**src/rtl/tiwl_pkg.sv**
```systemverilog
// package: register map, field positions, reset values and timing for the irq/wake block
package tiwl_pkg;
  // register byte addresses
  localparam logic [7:0] OFS_DROOP_CTRL = 8'h00;
  localparam logic [7:0] OFS_SRC_FLAGS = 8'h04;
  localparam logic [7:0] OFS_SRC_ENABLES = 8'h08;
  localparam logic [7:0] OFS_GROUP = 8'h0c;
  localparam logic [7:0] OFS_CPU_CTRL = 8'h10;
  localparam logic [7:0] OFS_SRC_SET = 8'h14;
  // droop control field positions
  localparam int POS_LOW_SUPPLY = 5;
  localparam int POS_DETECTOR_ON = 4;
  localparam int POS_TRIP_MSB = 2;
  // source flag / enable bit positions
  localparam int POS_TM0_A = 0;
  localparam int POS_TM0_P = 1;
  localparam int POS_TM1_A = 2;
  localparam int POS_TM1_P = 3;
  localparam int POS_DROOP = 4;
  localparam int NUM_SRC = 5;
  // group register: enables in bits 1:0, flags in bits 9:8
  localparam int NUM_GRP = 2;
  localparam int POS_GRP_FLAG = 8;
  // cpu control register bits
  localparam int POS_GIE = 0;
  localparam int POS_STACK_FULL = 1;
  localparam int POS_SLEEPING = 2;
  localparam int POS_DEEP = 3;
  // reset values
  localparam logic [7:0] RST_DROOP_CTRL = 8'h00;
  localparam logic [4:0] RST_SRC = 5'h00;
  // droop flag delay in ns, cycle count derived at 10 MHz
  localparam int CLK_PERIOD_NS = 100;
  localparam int FLAG_DELAY_NS = 20000;
  localparam int FLAG_DELAY_CYC = (FLAG_DELAY_NS + CLK_PERIOD_NS - 1) / CLK_PERIOD_NS;
  // axi responses
  localparam logic [1:0] RESP_OKAY = 2'h0;
  localparam logic [1:0] RESP_SLVERR = 2'h2;
endpackage : tiwl_pkg

```
**src/rtl/tiwl_top.sv**
```systemverilog
// top: timer/droop interrupt grouping, wake-up and supply droop detector control
// Notes on behaviour
// - each timer: A and P sources, flag, enable
// - matches set flags, routed only via groups
// - vector needs global, source, group enables, stack
// - service clears global enable, group flag only
// - any rising request flag wakes sleep/idle
// - only time-base zero wakes deep sleep
// - wake-up ignores every enable bit
// - flags stay set until serviced or cleared
// - only program counter pushed on entry
// - interrupt return sets global enable; plain keeps
// - three-bit trip level select, 1.9V to 3.6V
// - bit 5 reads low supply status
// - bit 4 switches detector on
// - bits 7, 6, 3 read zero
// - detector stays on in low-power modes
// - status may toggle near threshold
// - droop flag set after fixed delay
// - droop flag never wakes deep sleep
// - group flag set by any member source; code sets it on a member rise only with an enabled member flagged
// - droop vectored only with all enables
//
// The implementer's own choices: the address map and the AXI4-Lite register port.
`timescale 1ns/1ns
module tiwl_top #(
  parameter int FLAG_DELAY = tiwl_pkg::FLAG_DELAY_CYC
) (
  // clock and reset
  input wire logic i_clk,
  input wire logic i_rstn,
  // axi4-lite write address
  input wire logic i_awvalid,
  output logic o_awready,
  input wire logic [7:0] i_awaddr,
  // axi4-lite write data
  input wire logic i_wvalid,
  output logic o_wready,
  input wire logic [31:0] i_wdata,
  input wire logic [3:0] i_wstrb,
  // axi4-lite write response
  output logic o_bvalid,
  input wire logic i_bready,
  output logic [1:0] o_bresp,
  // axi4-lite read address
  input wire logic i_arvalid,
  output logic o_arready,
  input wire logic [7:0] i_araddr,
  // axi4-lite read data
  output logic o_rvalid,
  input wire logic i_rready,
  output logic [31:0] o_rdata,
  output logic [1:0] o_rresp,
  // timer comparator matches, one-cycle pulses
  input wire logic i_tm0_match_a,
  input wire logic i_tm0_match_p,
  input wire logic i_tm1_match_a,
  input wire logic i_tm1_match_p,
  // time-base zero wake request, deep sleep capable
  input wire logic i_tb0_wake,
  // core handshake
  input wire logic i_vector_taken,
  input wire logic i_return_from_interrupt,
  input wire logic i_subroutine_return,
  // analog detector
  input wire logic i_low_supply_async,
  output logic o_droop_detector_on,
  output logic [2:0] o_trip_level_select,
  // to core
  output logic [1:0] o_vector_req,
  output logic o_wake
);

  // ---------------- register state
  logic detector_on_reg;
  logic [2:0] trip_reg;
  logic [4:0] src_flag_reg;
  logic [4:0] src_en_reg;
  logic [1:0] grp_en_reg;
  logic [1:0] grp_flag_reg;
  logic gie_reg;
  logic stack_full_reg;
  logic sleep_reg;
  logic deep_reg;
  logic [4:0] src_flag_prev_reg;
  logic sync1_reg;
  logic sync2_reg;
  // time-base zero request comes from the slow oscillator domain
  logic tb0_sync1_reg;
  logic tb0_sync2_reg;
  logic [15:0] delay_cnt_reg;
  logic delay_armed_reg;
  logic [1:0] vec_reg;
  logic wake_reg;

  // ---------------- axi write path
  logic aw_held_reg;
  logic w_held_reg;
  logic [7:0] aw_addr_reg;
  logic [31:0] w_data_reg;
  logic [3:0] w_strb_reg;
  logic bvalid_reg;
  logic [1:0] bresp_reg;
  // readies kept as flops of their own so the ports come straight from a register
  logic awready_reg;
  logic wready_reg;

  wire aw_fire = i_awvalid & o_awready;
  wire w_fire = i_wvalid & o_wready;
  wire wr_go = aw_held_reg & w_held_reg & ~bvalid_reg;
  wire [5:0] wr_word = aw_addr_reg[7:2];
  wire wr_droop = wr_go & (wr_word == tiwl_pkg::OFS_DROOP_CTRL[7:2]) & w_strb_reg[0];
  wire wr_flags = wr_go & (wr_word == tiwl_pkg::OFS_SRC_FLAGS[7:2]) & w_strb_reg[0];
  wire wr_enab = wr_go & (wr_word == tiwl_pkg::OFS_SRC_ENABLES[7:2]) & w_strb_reg[0];
  wire wr_grp_en = wr_go & (wr_word == tiwl_pkg::OFS_GROUP[7:2]) & w_strb_reg[0];
  wire wr_grp_fl = wr_go & (wr_word == tiwl_pkg::OFS_GROUP[7:2]) & w_strb_reg[1];
  wire wr_cpu = wr_go & (wr_word == tiwl_pkg::OFS_CPU_CTRL[7:2]) & w_strb_reg[0];
  wire wr_set = wr_go & (wr_word == tiwl_pkg::OFS_SRC_SET[7:2]) & w_strb_reg[0];
  wire wr_mapped = (aw_addr_reg[1:0] == 2'h0) & (wr_word <= tiwl_pkg::OFS_SRC_SET[7:2]);

  assign o_awready = awready_reg;
  assign o_wready = wready_reg;
  assign o_bvalid = bvalid_reg;
  assign o_bresp = bresp_reg;

  always_ff @(posedge i_clk or negedge i_rstn) begin
    if (!i_rstn) begin
      aw_held_reg <= 1'b0;
      w_held_reg <= 1'b0;
      awready_reg <= 1'b1;
      wready_reg <= 1'b1;
      aw_addr_reg <= 8'h00;
      w_data_reg <= 32'h0;
      w_strb_reg <= 4'h0;
      bvalid_reg <= 1'b0;
      bresp_reg <= 2'h0;
    end else begin
      if (aw_fire) begin
        aw_held_reg <= 1'b1;
        awready_reg <= 1'b0;
        aw_addr_reg <= i_awaddr;
      end
      if (w_fire) begin
        w_held_reg <= 1'b1;
        wready_reg <= 1'b0;
        w_data_reg <= i_wdata;
        w_strb_reg <= i_wstrb;
      end
      if (wr_go) begin
        bvalid_reg <= 1'b1;
        bresp_reg <= wr_mapped ? tiwl_pkg::RESP_OKAY : tiwl_pkg::RESP_SLVERR;
      end else if (bvalid_reg && i_bready) begin
        bvalid_reg <= 1'b0;
        aw_held_reg <= 1'b0;
        w_held_reg <= 1'b0;
        awready_reg <= 1'b1;
        wready_reg <= 1'b1;
      end
    end
  end

  // ---------------- axi read path
  logic rvalid_reg;
  logic [31:0] rdata_reg;
  logic [1:0] rresp_reg;
  logic arready_reg;
  wire [5:0] rd_word = i_araddr[7:2];
  wire [7:0] droop_view = {2'h0, sync2_reg & detector_on_reg, detector_on_reg,
                           1'b0, trip_reg};
  wire [7:0] cpu_view = {4'h0, deep_reg, sleep_reg, stack_full_reg, gie_reg};
  wire rd_ok = (i_araddr[1:0] == 2'h0) & (rd_word <= tiwl_pkg::OFS_SRC_SET[7:2]);
  wire [31:0] rd_mux =
    (rd_word == tiwl_pkg::OFS_DROOP_CTRL[7:2]) ? {24'h0, droop_view} :
    (rd_word == tiwl_pkg::OFS_SRC_FLAGS[7:2]) ? {27'h0, src_flag_reg} :
    (rd_word == tiwl_pkg::OFS_SRC_ENABLES[7:2]) ? {27'h0, src_en_reg} :
    (rd_word == tiwl_pkg::OFS_GROUP[7:2]) ? {22'h0, grp_flag_reg, 6'h0, grp_en_reg} :
    (rd_word == tiwl_pkg::OFS_CPU_CTRL[7:2]) ? {24'h0, cpu_view} : 32'h0;

  assign o_arready = arready_reg;
  assign o_rvalid = rvalid_reg;
  assign o_rdata = rdata_reg;
  assign o_rresp = rresp_reg;

  always_ff @(posedge i_clk or negedge i_rstn) begin
    if (!i_rstn) begin
      rvalid_reg <= 1'b0;
      arready_reg <= 1'b1;
      rdata_reg <= 32'h0;
      rresp_reg <= 2'h0;
    end else if (i_arvalid && o_arready) begin
      rvalid_reg <= 1'b1;
      arready_reg <= 1'b0;
      rdata_reg <= rd_ok ? rd_mux : 32'h0;
      rresp_reg <= rd_ok ? tiwl_pkg::RESP_OKAY : tiwl_pkg::RESP_SLVERR;
    end else if (rvalid_reg && i_rready) begin
      rvalid_reg <= 1'b0;
      arready_reg <= 1'b1;
    end
  end

  // ---------------- comparator synchroniser and delay
  always_ff @(posedge i_clk or negedge i_rstn) begin
    if (!i_rstn) begin
      sync1_reg <= 1'b0;
      sync2_reg <= 1'b0;
      tb0_sync1_reg <= 1'b0;
      tb0_sync2_reg <= 1'b0;
    end else begin
      sync1_reg <= i_low_supply_async;
      sync2_reg <= sync1_reg;
      tb0_sync1_reg <= i_tb0_wake;
      tb0_sync2_reg <= tb0_sync1_reg;
    end
  end

  // low status counted only while detector is on; toggling restarts the wait
  wire low_now = sync2_reg & detector_on_reg;
  wire droop_event = low_now & delay_armed_reg & (delay_cnt_reg == 16'(FLAG_DELAY - 1));

  always_ff @(posedge i_clk or negedge i_rstn) begin
    if (!i_rstn) begin
      delay_cnt_reg <= 16'h0;
      delay_armed_reg <= 1'b0;
    end else if (!low_now) begin
      delay_cnt_reg <= 16'h0;
      delay_armed_reg <= 1'b1;
    end else if (delay_armed_reg) begin
      if (droop_event) begin
        delay_armed_reg <= 1'b0;
      end else begin
        delay_cnt_reg <= delay_cnt_reg + 16'h1;
      end
    end
  end

  // run length of synced low status, read only by the checks below
  logic [15:0] low_run_reg;
  always_ff @(posedge i_clk or negedge i_rstn) begin
    if (!i_rstn) begin
      low_run_reg <= 16'h0;
    end else if (!low_now) begin
      low_run_reg <= 16'h0;
    end else if (low_run_reg != 16'hffff) begin
      low_run_reg <= low_run_reg + 16'h1;
    end
  end

  // ---------------- source flags: hardware set beats software clear
  wire [4:0] src_hw_set = {droop_event, i_tm1_match_p, i_tm1_match_a,
                           i_tm0_match_p, i_tm0_match_a};
  wire [4:0] src_sw_set = wr_set ? w_data_reg[4:0] : 5'h0;
  wire [4:0] src_flag_next = wr_flags ? (w_data_reg[4:0] | src_hw_set | src_sw_set)
                                      : (src_flag_reg | src_hw_set | src_sw_set);

  // group 0: timer 0 pair; group 1: timer 1 pair plus droop
  wire [4:0] src_req = src_flag_reg & src_en_reg;
  wire [1:0] grp_src = {src_req[4] | src_req[3] | src_req[2], src_req[1] | src_req[0]};
  wire [4:0] src_rise = src_flag_reg & ~src_flag_prev_reg;
  wire grp0_rise = src_rise[0] | src_rise[1];
  wire grp1_rise = src_rise[2] | src_rise[3] | src_rise[4];
  wire [1:0] grp_set = {grp1_rise & src_en_reg[4:2] != 3'h0 ? grp_src[1] : 1'b0,
                        grp0_rise & (src_en_reg[1:0] != 2'h0) ? grp_src[0] : 1'b0};
  wire serve0 = i_vector_taken & vec_reg[0];
  wire serve1 = i_vector_taken & vec_reg[1] & ~vec_reg[0];
  wire [1:0] grp_clr = {serve1, serve0};
  wire [1:0] grp_flag_wr = wr_grp_fl ? w_data_reg[9:8] : grp_flag_reg;
  wire [1:0] grp_flag_next = (grp_flag_wr & ~grp_clr) | grp_set;

  wire gie_next = i_vector_taken ? 1'b0 :
                  i_return_from_interrupt ? 1'b1 :
                  wr_cpu ? w_data_reg[tiwl_pkg::POS_GIE] : gie_reg;

  always_ff @(posedge i_clk or negedge i_rstn) begin
    if (!i_rstn) begin
      src_flag_reg <= tiwl_pkg::RST_SRC;
      src_flag_prev_reg <= tiwl_pkg::RST_SRC;
      src_en_reg <= tiwl_pkg::RST_SRC;
      grp_en_reg <= 2'h0;
      grp_flag_reg <= 2'h0;
      gie_reg <= 1'b0;
      stack_full_reg <= 1'b0;
      sleep_reg <= 1'b0;
      deep_reg <= 1'b0;
      detector_on_reg <= 1'b0;
      trip_reg <= 3'h0;
    end else begin
      src_flag_reg <= src_flag_next;
      src_flag_prev_reg <= src_flag_reg;
      grp_flag_reg <= grp_flag_next;
      gie_reg <= gie_next;
      if (wr_enab) src_en_reg <= w_data_reg[4:0];
      if (wr_grp_en) grp_en_reg <= w_data_reg[1:0];
      if (wr_cpu) begin
        stack_full_reg <= w_data_reg[tiwl_pkg::POS_STACK_FULL];
        sleep_reg <= w_data_reg[tiwl_pkg::POS_SLEEPING];
        deep_reg <= w_data_reg[tiwl_pkg::POS_DEEP];
      end else if (wake_reg) begin
        sleep_reg <= 1'b0;
        deep_reg <= 1'b0;
      end
      if (wr_droop) begin
        detector_on_reg <= w_data_reg[tiwl_pkg::POS_DETECTOR_ON];
        trip_reg <= w_data_reg[tiwl_pkg::POS_TRIP_MSB:0];
      end
    end
  end

  // ---------------- vector request and wake
  // only the vector index goes out; the core pushes its own program counter
  wire [1:0] vec_next = (gie_reg & ~stack_full_reg & ~i_vector_taken)
                        ? (grp_flag_reg & grp_en_reg) : 2'h0;
  // any flag edge wakes sleep; deep sleep takes only time-base zero
  wire any_rise = src_rise != 5'h0;
  wire wake_next = (sleep_reg & ~deep_reg & any_rise)
                   | (deep_reg & tb0_sync2_reg);

  always_ff @(posedge i_clk or negedge i_rstn) begin
    if (!i_rstn) begin
      vec_reg <= 2'h0;
      wake_reg <= 1'b0;
      o_droop_detector_on <= 1'b0;
      o_trip_level_select <= 3'h0;
    end else begin
      vec_reg <= vec_next;
      wake_reg <= wake_next;
      o_droop_detector_on <= detector_on_reg;
      o_trip_level_select <= trip_reg;
    end
  end

  assign o_vector_req = vec_reg;
  assign o_wake = wake_reg;

  // ---------------- checks
  delay_len_a: assert property (@(posedge i_clk) disable iff (!i_rstn)
    droop_event |-> low_run_reg == 16'(FLAG_DELAY - 1)) else $error("droop delay wrong");
  flag_sticky_a: assert property (@(posedge i_clk) disable iff (!i_rstn)
    src_flag_reg[0] & ~wr_flags |=> src_flag_reg[0]) else $error("flag lost");
  hw_set_wins_a: assert property (@(posedge i_clk) disable iff (!i_rstn)
    i_tm0_match_a |=> src_flag_reg[0]) else $error("match lost");
  wake_edge_a: assert property (@(posedge i_clk) disable iff (!i_rstn)
    sleep_reg & ~deep_reg & ~wr_cpu & $rose(src_flag_reg[0]) |=> o_wake)
    else $error("no wake on rising flag");
  deep_block_a: assert property (@(posedge i_clk) disable iff (!i_rstn)
    deep_reg & ~tb0_sync2_reg |=> !o_wake) else $error("deep sleep woken");
  gie_clear_a: assert property (@(posedge i_clk) disable iff (!i_rstn)
    i_vector_taken |=> !gie_reg) else $error("global enable kept");
  return_from_interrupt_set_a: assert property (@(posedge i_clk) disable iff (!i_rstn)
    i_return_from_interrupt & ~i_vector_taken |=> gie_reg) else $error("return_from_interrupt no enable");
  vec_gate_a: assert property (@(posedge i_clk) disable iff (!i_rstn)
    (!gie_reg || stack_full_reg) |=> o_vector_req == 2'h0) else $error("vector ungated");
  status_zero_a: assert property (@(posedge i_clk) disable iff (!i_rstn)
    $rose(o_rvalid) && $past(i_araddr) == tiwl_pkg::OFS_DROOP_CTRL
    |-> o_rdata[7:6] == 2'h0 && !o_rdata[3] && o_rdata[31:8] == 24'h0)
    else $error("reserved bits set");
  // servicing drops only the group flag, the source flag stays
  grp_clear_a: assert property (@(posedge i_clk) disable iff (!i_rstn)
    serve0 & ~grp_set[0] |=> !grp_flag_reg[0]) else $error("group flag kept");
  src_keep_a: assert property (@(posedge i_clk) disable iff (!i_rstn)
    serve0 & src_flag_reg[0] & ~wr_flags |=> src_flag_reg[0])
    else $error("source flag lost");
  // enables play no part in waking
  wake_noen_a: assert property (@(posedge i_clk) disable iff (!i_rstn)
    sleep_reg & ~deep_reg & ~wr_cpu & (src_rise != 5'h0) & (src_en_reg == 5'h0) |=> o_wake)
    else $error("wake needs enable");
  droop_deep_a: assert property (@(posedge i_clk) disable iff (!i_rstn)
    deep_reg & src_rise[4] & ~tb0_sync2_reg |=> !o_wake)
    else $error("droop woke deep sleep");
  // plain return leaves the global enable cleared
  ret_keep_a: assert property (@(posedge i_clk) disable iff (!i_rstn)
    i_subroutine_return & ~gie_reg & ~wr_cpu & ~i_return_from_interrupt |=> !gie_reg)
    else $error("return set enable");
  // hardware match sets the flag even while software writes the register
  set_wins_a: assert property (@(posedge i_clk) disable iff (!i_rstn)
    i_tm1_match_p |=> src_flag_reg[3]) else $error("timer one match lost");

endmodule : tiwl_top

```
**config.mk**
```make
export PLATFORM = sky130hd
export DESIGN_NAME = tiwl_top
export DESIGN_NICKNAME = d
export VERILOG_FILES = /design/src/rtl/tiwl_pkg.sv /design/src/rtl/tiwl_top.sv
export SDC_FILE = /design/constraint.sdc
export NUM_CORES = 1
export LEC_CHECK = 0
export ABC_CLOCK_PERIOD_IN_PS = 2100
export BUFFER_PORTS_ARGS = -buffer_cell sky130_fd_sc_hd__buf_2
export CORE_UTILIZATION = 47
export DETAILED_ROUTE_END_ITERATION = 6
export PLACE_DENSITY = 0.76
export SETUP_SLACK_MARGIN = 0.05
export SYNTH_ARGS = -nofsm -noshare
export SYNTH_HDL_FRONTEND = slang
export SYNTH_SLANG_ARGS = --single-unit
```
**constraint.sdc**
```tcl
create_clock -name i_clk -period 2.1 [get_ports i_clk]
set_input_delay 0.42 -clock i_clk [delete_from_list [all_inputs] [get_ports i_clk]]
set_output_delay 0.42 -clock i_clk [all_outputs]
set_load 0.01 [all_outputs]
```
==> impl_metrics.tcl, run 1 <==
set metrics [dict create \
    fill_cells 718 \
    placementRows 33 \
    min_period_over_period 0.926 \
    cts_tree "built" \
    period_needed_ns 1.94 \
    synth_top_family_by_area "simple AND/OR/NAND/NOR gates" \
    clockBufferDepth 2 \
    yosysWarnings 0 \
    grt_use_met1 0.268 \
    cts_buffers 9 \
    syn2layout_area_growth_pct 16.5 \
    synthDistinctLibCells 51 \
    worst_pin_slew_ns 0.548 \
    grt_usage 0.199 \
    wl_um 7890 \
    fin_tns_setup_ns 0 \
    met3_usage 0.0534 \
    drt_iter0_markers 130 \
    async_flop_share 1.00 \
    overflow 0 \
    yosys_register_bits 89 \
    grt_max_degree 45 \
    yosys.area_share.simple 0.136 \
    antenna_found_initial 0 \
    ir_drop_mv 0.634 \
    syn_area_um2 3960 \
    hpwl_um 5870 \
    fp.dieArea_um2 8800 \
    crit_chain "and3b_1, or4b_4, or4_1, a21oi_2" \
    drc 0 \
    nets 486 \
    clk_pin_slew_ns 0.08 \
    endpoint_kind "flip-flop" \
    swShare 0.290 \
    drive_above_1_share 0.306 \
    grt.busiest_layer "met2" \
    fp.dieW_um 93.8 \
    synth-compound-area-share 0.113 \
    globalplace.congestion 0.871 \
    synthMuxAreaShare 0.104 \
    routedWlPerCell_um 15.0 \
    numPortBuffers 61 \
    slowest_delay_ns 0.59 \
    worstPathMaxFanout 7 \
    power_frac_seq 0.528 \
    yosysSeqAreaShare 0.563 \
    finalSetupViolations 0 \
    rsz0062_at_grt "no" \
    start_util 0.485 \
    vias 2818 \
    finalClockSkew_ns 0.0147 \
    hold_violations 0 \
    io_pins 116 \
    p_sw_uw 1330 \
    clock_latency_ns 0.36 \
    synth_xor_xnor_area_share 0.0111 \
    p_leak_uw 0.00212 \
    register_area_um2 2230 \
    drv_cap 0 \
    h-tree-depth 3 \
    slew_headroom 0.634 \
    multi_input_area_um2 1560 \
    ys_top_cells_by_count "dfrtp_1 (86), mux2_2 (34), buf_4 (26)" \
    synth_ff_type "dfrtp_1" \
    fmax_mhz 514 \
    p_clk_frac 0.287 \
    core_region_area_um2 8180 \
    cts_hold_buf 0 \
    synthAdderAreaFrac 0.00316 \
    syn_area_per_cell_um2 11.7 \
    cts_num_sinks 89 \
    drv_slew 0 \
    grt_pass1_vias 2694 \
    synth_most_common_cell "dfrtp_1" \
    grtUsageMet2 0.312 \
    drtPass1Iterations 4 \
    hp-class "primary input to asynchronous set/reset pin" \
    root_buffer "clkbuf_8" \
    synth_edf_count 0 \
    synth_top_area_share 0.543 \
    synth_top_cell_by_area "dfrtp_1" \
    routed_via_density 5.35 \
    largest_reg_flops 16 \
    status "finished, final reports clean" \
    arrival_ns 2.22 \
    p_int_uw 3260 \
    total_power_uw 4590 \
    grt_pass1_wl_um 13300 \
    critPathLaunchType "flip-flop" \
    p_comb_frac 0.185 \
    syn_inst 340 \
    cp_slowest_cell "or4b_4" \
    crit_type "flip-flop to flip-flop" \
    yosys-top-cells-area "dfrtp_1 (54%), mux2_2 (9.7%), buf_4 (4.9%)" \
    die_y_um 93.8 \
    holdWs_ns 0.0522 \
    cp.required_ns 2.38 \
    drt.antenna.violating_nets 0 \
    power_per_cell_area_nw_per_um2 996 \
    n_antenna_cell 0 \
]
cell families (layout without fill, tap and decap cells):
kind of cell | after synthesis | after routing
simple gates | 97 | 97
flops | 89 | 89
compound gates | 64 | 64
buf+inv | 46 | 103
mux | 37 | 37
xor+xnor | 5 | 5
fa+ha+maj | 1 | 1
other cells | 1 | 26
routing by layer:
metal  routed length [µm]  up-vias
met3                  456        7
met2                 3790       82
met4                   88        0
li1                     -     1356
met1                 3550     1373
met5                    0        -
critical path: cells and delay by family, from the launching register on:
family             cells  cell delay (ns)
AOI/OAI and AO/OA      1             0.14
DFF                    1             0.39
and+or+nand+nor        3             1.35
per-stage QoR:
step	cell area, µm²	utilization	instances	setup slack (ns)
5_1_grt	4610	0.564	527	0.0511
2_1_floorplan	4060	-	365	0.132
4_1_cts	4610	0.563	527	0.0772
6_report	4610	0.564	527	0.155
3_5_place_dp	4380	0.536	511	0.101
3_3_place_gp	4380	0.536	511	0.133
worst paths after layout:
check	depth (start not counted)	slack (ns)	start	to
worst max-delay path	4	0.16	sync2_reg$_DFF_PN0_	delay_cnt_reg[15]$_DFFE_PN0P_
worst min-delay path	1	0.05	i_rstn	aw_held_reg$_DFF_PN0_
max in group asynchronous	2	1.43	i_rstn	delay_cnt_reg[13]$_DFFE_PN0P_
worst min register to register	0	0.36	sync1_reg$_DFF_PN0_	sync2_reg$_DFF_PN0_
min in group i_clk	1	0.17	i_tb0_wake	tb0_sync1_reg$_DFF_PN0_
worst max register to register	4	0.16	sync2_reg$_DFF_PN0_	delay_cnt_reg[15]$_DFFE_PN0P_
cells in the final DEF, fill, tap and decap left out, types with 2 or more instances in the layout:
cell       count
a211oi_1       5
a21boi_0       2
a21oi_1       13
a221o_1        5
a222oi_1       4
a22o_1         4
a22oi_1        3
a32o_1         2
and2_1         2
and3_1         4
buf_2         60
buf_4         12
bufinv_16      2
clkbuf_8      10
conb_1        26
dfrtp_1       86
dfstp_2        3
inv_1         14
mux2_2        34
mux2i_1        3
nand2_1       23
nand3_1        9
nand3b_1       5
nand4_1        6
nor2_1        12
nor2b_1        3
nor3_1         8
nor3b_1        2
nor4_1         4
o21a_1         2
o21ai_0       12
o22ai_1        2
o31ai_1        6
or3_1          5
or4_1          4
xnor2_1        4
layout make-up:
type	count	share of cell area
repair buffers	73	0.0890
inverters	14	0.0114
clock inverters	6	0.0195
multi-input cells	230	0.338
flip-flops and latches	89	0.484
clock buffers	10	0.0298
well taps	105	0.0285
power groups by stage:
stage,combinational [µW],sequential (µW),clock [µW]
after floorplan,580,2390,0
after global placement,818,2440,0
after detailed placement,856,2460,0
after CTS,862,2430,1330
after global routing,949,2480,1410
final,849,2430,1320
repair_timing:
item | CTS | global route
gates resized for setup | 0 | 2
setup buffers | 0 | 0
endpoints found under the setup margin | 0 | 4
Note: power is estimated with default switching activity, not from simulation.
==> run 2: changes to the inputs <==
Settings changed: ABC_CLOCK_PERIOD_IN_PS 2100 to 1600.
Clock period 2.1 ns to 1.6 ns, I/O delays scaled along.
==> run 2 against run 1 <==
Against the previous run: the flow now finishes with violations (negative setup slack); final cell count up 6.3%; sequential share of layout area down 4.0 points; clock skew about the same; worst setup slack worse by 0.44 ns; die area unchanged; count of clock-buffer cells in the layout unchanged; hold slack worse by 0.044 ns; sequential power up 32%; sequential cell count unchanged; final area up 9.1%; utilization up 5.1 points; highest routed layer unchanged.
==> impl_metrics.tcl, run 2 (synthesis results as in run 1) <==
set metrics [dict create \
    hpwl_um 5990 \
    preCtsSetupSlack_ns -0.360 \
    vias 3040 \
    overflow 0 \
    p_clk_frac 0.256 \
    largest_reg_flops 16 \
    fmax_mhz 530 \
    drc 0 \
    cts_tree "built" \
    power_per_cell_area_nw_per_um2 1220 \
    grtUsageMet2 0.324 \
    finalNonFillerCells 560 \
    status "finished with violations" \
    grt_usage 0.206 \
    fin_tns_setup_ns -3.19 \
    nets 519 \
    antenna_found_initial 0 \
    grt.busiest_layer "met2" \
    holdWs_ns 0.00809 \
    layout_common_cells "dfrtp_1 (86), buf_2 (60), buf_4 (37), mux2_2 (31), conb_1 (26)" \
    p_comb_frac 0.222 \
    p_int_uw 4230 \
    drv_slew 0 \
    grt_max_degree 90 \
    cp.required_ns 1.88 \
    fp.dieArea_um2 8800 \
    final_area_um2 5030 \
    grt_use_met1 0.270 \
    final_common_cell "dfrtp_1" \
    clk_pin_slew_ns 0.09 \
    grt_pass1_wl_um 14000 \
    swShare 0.311 \
    routedWlPerCell_um 15.5 \
    p_leak_uw 0.00235 \
    critPathLaunchType "flip-flop" \
    drtPass1Iterations 5 \
    power_frac_seq 0.522 \
    routed_via_density 5.43 \
    grt_pass1_vias 2900 \
    clockBufferDepth 2 \
    placed_area_um2 4600 \
    globalplace.congestion 0.855 \
    io_pins 116 \
    crit_type "flip-flop to flip-flop" \
    cts_hold_buf 0 \
    arrival_ns 2.16 \
    drv_cap 0 \
    min_period_over_period 1.18 \
    endpoint_kind "flip-flop" \
    drt.antenna.violating_nets 0 \
    h-tree-depth 3 \
    clock_latency_ns 0.35 \
    core_region_area_um2 8180 \
    met3_usage 0.0542 \
    rsz0062_at_grt "yes" \
    ir_drop_mv 0.859 \
    p_sw_uw 1910 \
    start_util 0.485 \
    finalSetupViolations 23 \
    violations "negative setup slack" \
    finalClockSkew_ns 0.0147 \
    fill_cells 646 \
    placementRows 33 \
    die_y_um 93.8 \
    dp.cells 537 \
    worstPathMaxFanout 7 \
    root_buffer "clkbuf_8" \
    hp-class "primary input to asynchronous set/reset pin" \
    hold_violations 0 \
    cts_buffers 9 \
    syn2layout_area_growth_pct 27.0 \
    numPortBuffers 61 \
    period_needed_ns 1.89 \
    n_antenna_cell 0 \
    drt_iter0_markers 180 \
    cts_num_sinks 89 \
    fp.dieW_um 93.8 \
    wl_um 8690 \
    drive_above_1_share 0.407 \
    fin_ws_ns -0.286 \
]
[run 2: changes by cell type in the layout (fill, tap and decap cells not counted), moves of 2 or more]
cell,change
mux2_2,-3
nor3_1,-3
mux2_4,+3
buf_6,+8
nor4_1,-4
o31ai_1,-2
nor4_4,+2
buf_4,+25
nor3_4,+2
o31ai_2,+2
inv_6,+2
nand2_1,-2
nor4_2,+2
[run 2: metrics by stage]
stage | power (µW) | util
global placement | 4380 | 0.562
finish | 6130 | 0.615
global route | 6470 | 0.615
floorplan | 3930 | -
detailed placement | 4460 | 0.562
CTS | 6100 | 0.600
[run 2: critical path: stages (launching register included)]
cell	delay, ns
dfrtp_1	0.38
and3b_2	0.23
or4b_4	0.58
or4_4	0.50
a21oi_2	0.13
[run 2: final cells by class]
| type | instances | area, µm² | area share |
|---|---|---|---|
| Sequential cell | 89 | 2230 | 0.443 |
| Multi-Input combinational cell | 230 | 1730 | 0.343 |
| Timing Repair Buffer | 106 | 688 | 0.137 |
| Tap cell | 105 | 131 | 0.0261 |
| Clock buffer | 10 | 128 | 0.0254 |
| Clock inverter | 6 | 73.8 | 0.0147 |
| Inverter | 14 | 52.6 | 0.0104 |
[run 2: power groups by stage]
stage,Combinational [µW],Sequential [µW],Clock [µW]
finish,1360,3200,1570
global placement,1200,3180,0
detailed placement,1250,3210,0
floorplan,791,3140,0
CTS,1320,3180,1590
global route,1500,3280,1690
[run 2: worst paths after layout]
check	start	endpoint	slack [ns]	cells after the start
setup / recovery	detector_on_reg$_DFFE_PN0P_	delay_cnt_reg[11]$_DFFE_PN0P_	-0.29	4
hold / removal	i_rstn	sync1_reg$_DFF_PN0_	0.008	2
setup reg to reg	detector_on_reg$_DFFE_PN0P_	delay_cnt_reg[11]$_DFFE_PN0P_	-0.29	4
hold reg to reg	sync1_reg$_DFF_PN0_	sync2_reg$_DFF_PN0_	0.38	0
max in group asynchronous	i_rstn	o_arready$_DFFE_PN1P_	1.25	2
min in group i_clk	i_tb0_wake	tb0_sync1_reg$_DFF_PN0_	0.07	1
[run 2: routing by layer]
| layer | routed length [µm] | vias up |
|---|---|---|
| met3 | 594 | 17 |
| met2 | 4300 | 113 |
| met1 | 3650 | 1486 |
| li1 | - | 1424 |
| met4 | 153 | 0 |
| met5 | 0 | - |
[run 2: timing repair]
| action | 4_1_cts | 5_1_grt |
|---|---|---|
| endpoints found under the setup margin | 29 | 34 |
| buffers inserted | 3 | 6 |
| resized for setup | 18 | 23 |
| pin swaps | 4 | 11 |
| cloned | 0 | 0 |
==> run 3: changes to the inputs <==
Settings changed: HOLD_SLACK_MARGIN set to 0.12.
==> run 3 against run 2 <==
Against the previous run: the flow still finishes with violations (negative setup slack); worst setup slack about the same; utilization increased by 0.37 points; power increased by 0.23%; final cell count increased by 0.54%; combinational power about the same; first-iteration DRC count increased by 10%; critical path type unchanged.
==> impl_metrics.tcl, run 3 (synthesis results as in run 1) <==
set metrics [dict create \
    min_period_over_period 1.18 \
    placed_area_um2 4600 \
    cts_tree "built" \
    status "finished with violations" \
    final_area_um2 5060 \
    critPathLaunchType "flip-flop" \
    worstPathMaxFanout 7 \
    p_comb_frac 0.223 \
    vias 3079 \
    antenna_found_initial 0 \
    clk_pin_slew_ns 0.09 \
    endpoint_kind "flip-flop" \
    h-tree-depth 3 \
    drv_slew 0 \
    grt_max_degree 90 \
    root_buffer "clkbuf_8" \
    drtPass1Iterations 5 \
    drive_above_1_share 0.404 \
    arrival_ns 2.16 \
    finalClockSkew_ns 0.0140 \
    cts_buffers 9 \
    clockBufferDepth 2 \
    cts_num_sinks 89 \
    fin_ws_ns -0.286 \
    rrSetupSlack_ns -0.29 \
    p_sw_uw 1920 \
    layout_common_cells "dfrtp_1 (86), buf_2 (60), buf_4 (37), mux2_2 (31), conb_1 (26)" \
    ir_drop_mv 0.860 \
    hp-class "primary input to flip-flop" \
    fp.dieArea_um2 8800 \
    largest_reg_flops 16 \
    final_common_cell "dfrtp_1" \
    drc 0 \
    p_clk_frac 0.256 \
    numPortBuffers 61 \
    finalNonFillerCells 563 \
    cp.required_ns 1.88 \
    routed_via_density 5.47 \
    overflow 0 \
    p_leak_uw 0.00237 \
    drt_iter0_markers 198 \
    grt_pass1_vias 2908 \
    core_region_area_um2 8180 \
    grt_pass1_wl_um 14000 \
    power_frac_seq 0.521 \
    power_per_cell_area_nw_per_um2 1220 \
    globalplace.congestion 0.855 \
    violations "negative setup slack" \
    dp.cells 537 \
    period_needed_ns 1.89 \
    grt_usage 0.207 \
    fp.dieW_um 93.8 \
    hpwl_um 5990 \
    syn2layout_area_growth_pct 27.8 \
    rsz0062_at_grt "yes" \
    n_antenna_cell 0 \
    clock_latency_ns 0.35 \
    fill_cells 643 \
    die_y_um 93.8 \
    crit_type "flip-flop to flip-flop" \
    wl_um 8820 \
    drt.antenna.violating_nets 0 \
    swShare 0.312 \
    start_util 0.485 \
    routedWlPerCell_um 15.7 \
    nets 522 \
    p_int_uw 4230 \
    finalSetupViolations 23 \
    hold_violations 0 \
    drv_cap 0 \
    placementRows 33 \
    io_pins 116 \
    fmax_mhz 530 \
]
run 3: what timing repair did:
action | 4_1_cts | 5_1_grt
hold buffers | 3 | 0
endpoints found under the hold margin | 88 | 0
setup endpoints to repair | 29 | 34
gates resized for setup | 18 | 23
cloned | 0 | 0
setup buffers | 3 | 6
pin swaps | 4 | 11
run 3: worst max-delay path, cell delays in order, from the launching register on:
cell and delay (ns):
dfrtp_1 0.38, and3b_2 0.23, or4b_4 0.58, or4_4 0.50, a21oi_2 0.13
run 3: path summary, 6_finish.rpt:
kind,start,to,cells past startpoint
max,detector_on_reg$_DFFE_PN0P_,delay_cnt_reg[11]$_DFFE_PN0P_,4
min,i_arvalid,o_arready$_DFFE_PN1P_,2
max reg2reg,detector_on_reg$_DFFE_PN0P_,delay_cnt_reg[11]$_DFFE_PN0P_,4
min reg2reg,sync1_reg$_DFF_PN0_,sync2_reg$_DFF_PN0_,0
max in group asynchronous,i_rstn,o_arready$_DFFE_PN1P_,3
min in group asynchronous,i_rstn,sync1_reg$_DFF_PN0_,3
run 3: power groups by stage:
stage | sequential [µW] | clock (µW) | combinational, µW
after global routing | 3280 | 1690 | 1510
after detailed placement | 3210 | 0 | 1250
final | 3200 | 1570 | 1370
after global placement | 3180 | 0 | 1200
after CTS | 3180 | 1590 | 1330
after floorplan | 3140 | 0 | 791
run 3: final cells by class:
class,instances,area (µm²),share of cell area
clock buffers,10,128,0.0252
clock inverters,6,73.8,0.0146
inverters,14,52.6,0.0104
multi-input cells,230,1730,0.341
flip-flops and latches,89,2230,0.441
well taps,105,131,0.0260
repair buffers,109,718,0.142
run 3: per-stage QoR:
step / hold slack [ns] / util / setup slack (ns) / power (µW) / TNS [ns]
final: 0.140 / 0.619 / -0.286 / 6150 / -3.22
after global placement: 0.355 / 0.562 / -0.303 / 4380 / -3.29
after detailed placement: 0.360 / 0.562 / -0.360 / 4460 / -4.43
after global routing: 0.143 / 0.619 / -0.339 / 6480 / -5.42
after floorplan: 0.0244 / - / -0.311 / 3930 / -3.44
after CTS: 0.127 / 0.603 / -0.255 / 6110 / -3.02
run 3: layer usage:
layer  GRT usage  routed length [µm]
met4      0.0910                 157
met3      0.0542                 604
met1       0.271                3760
met2       0.324                4300
met5           0                   0
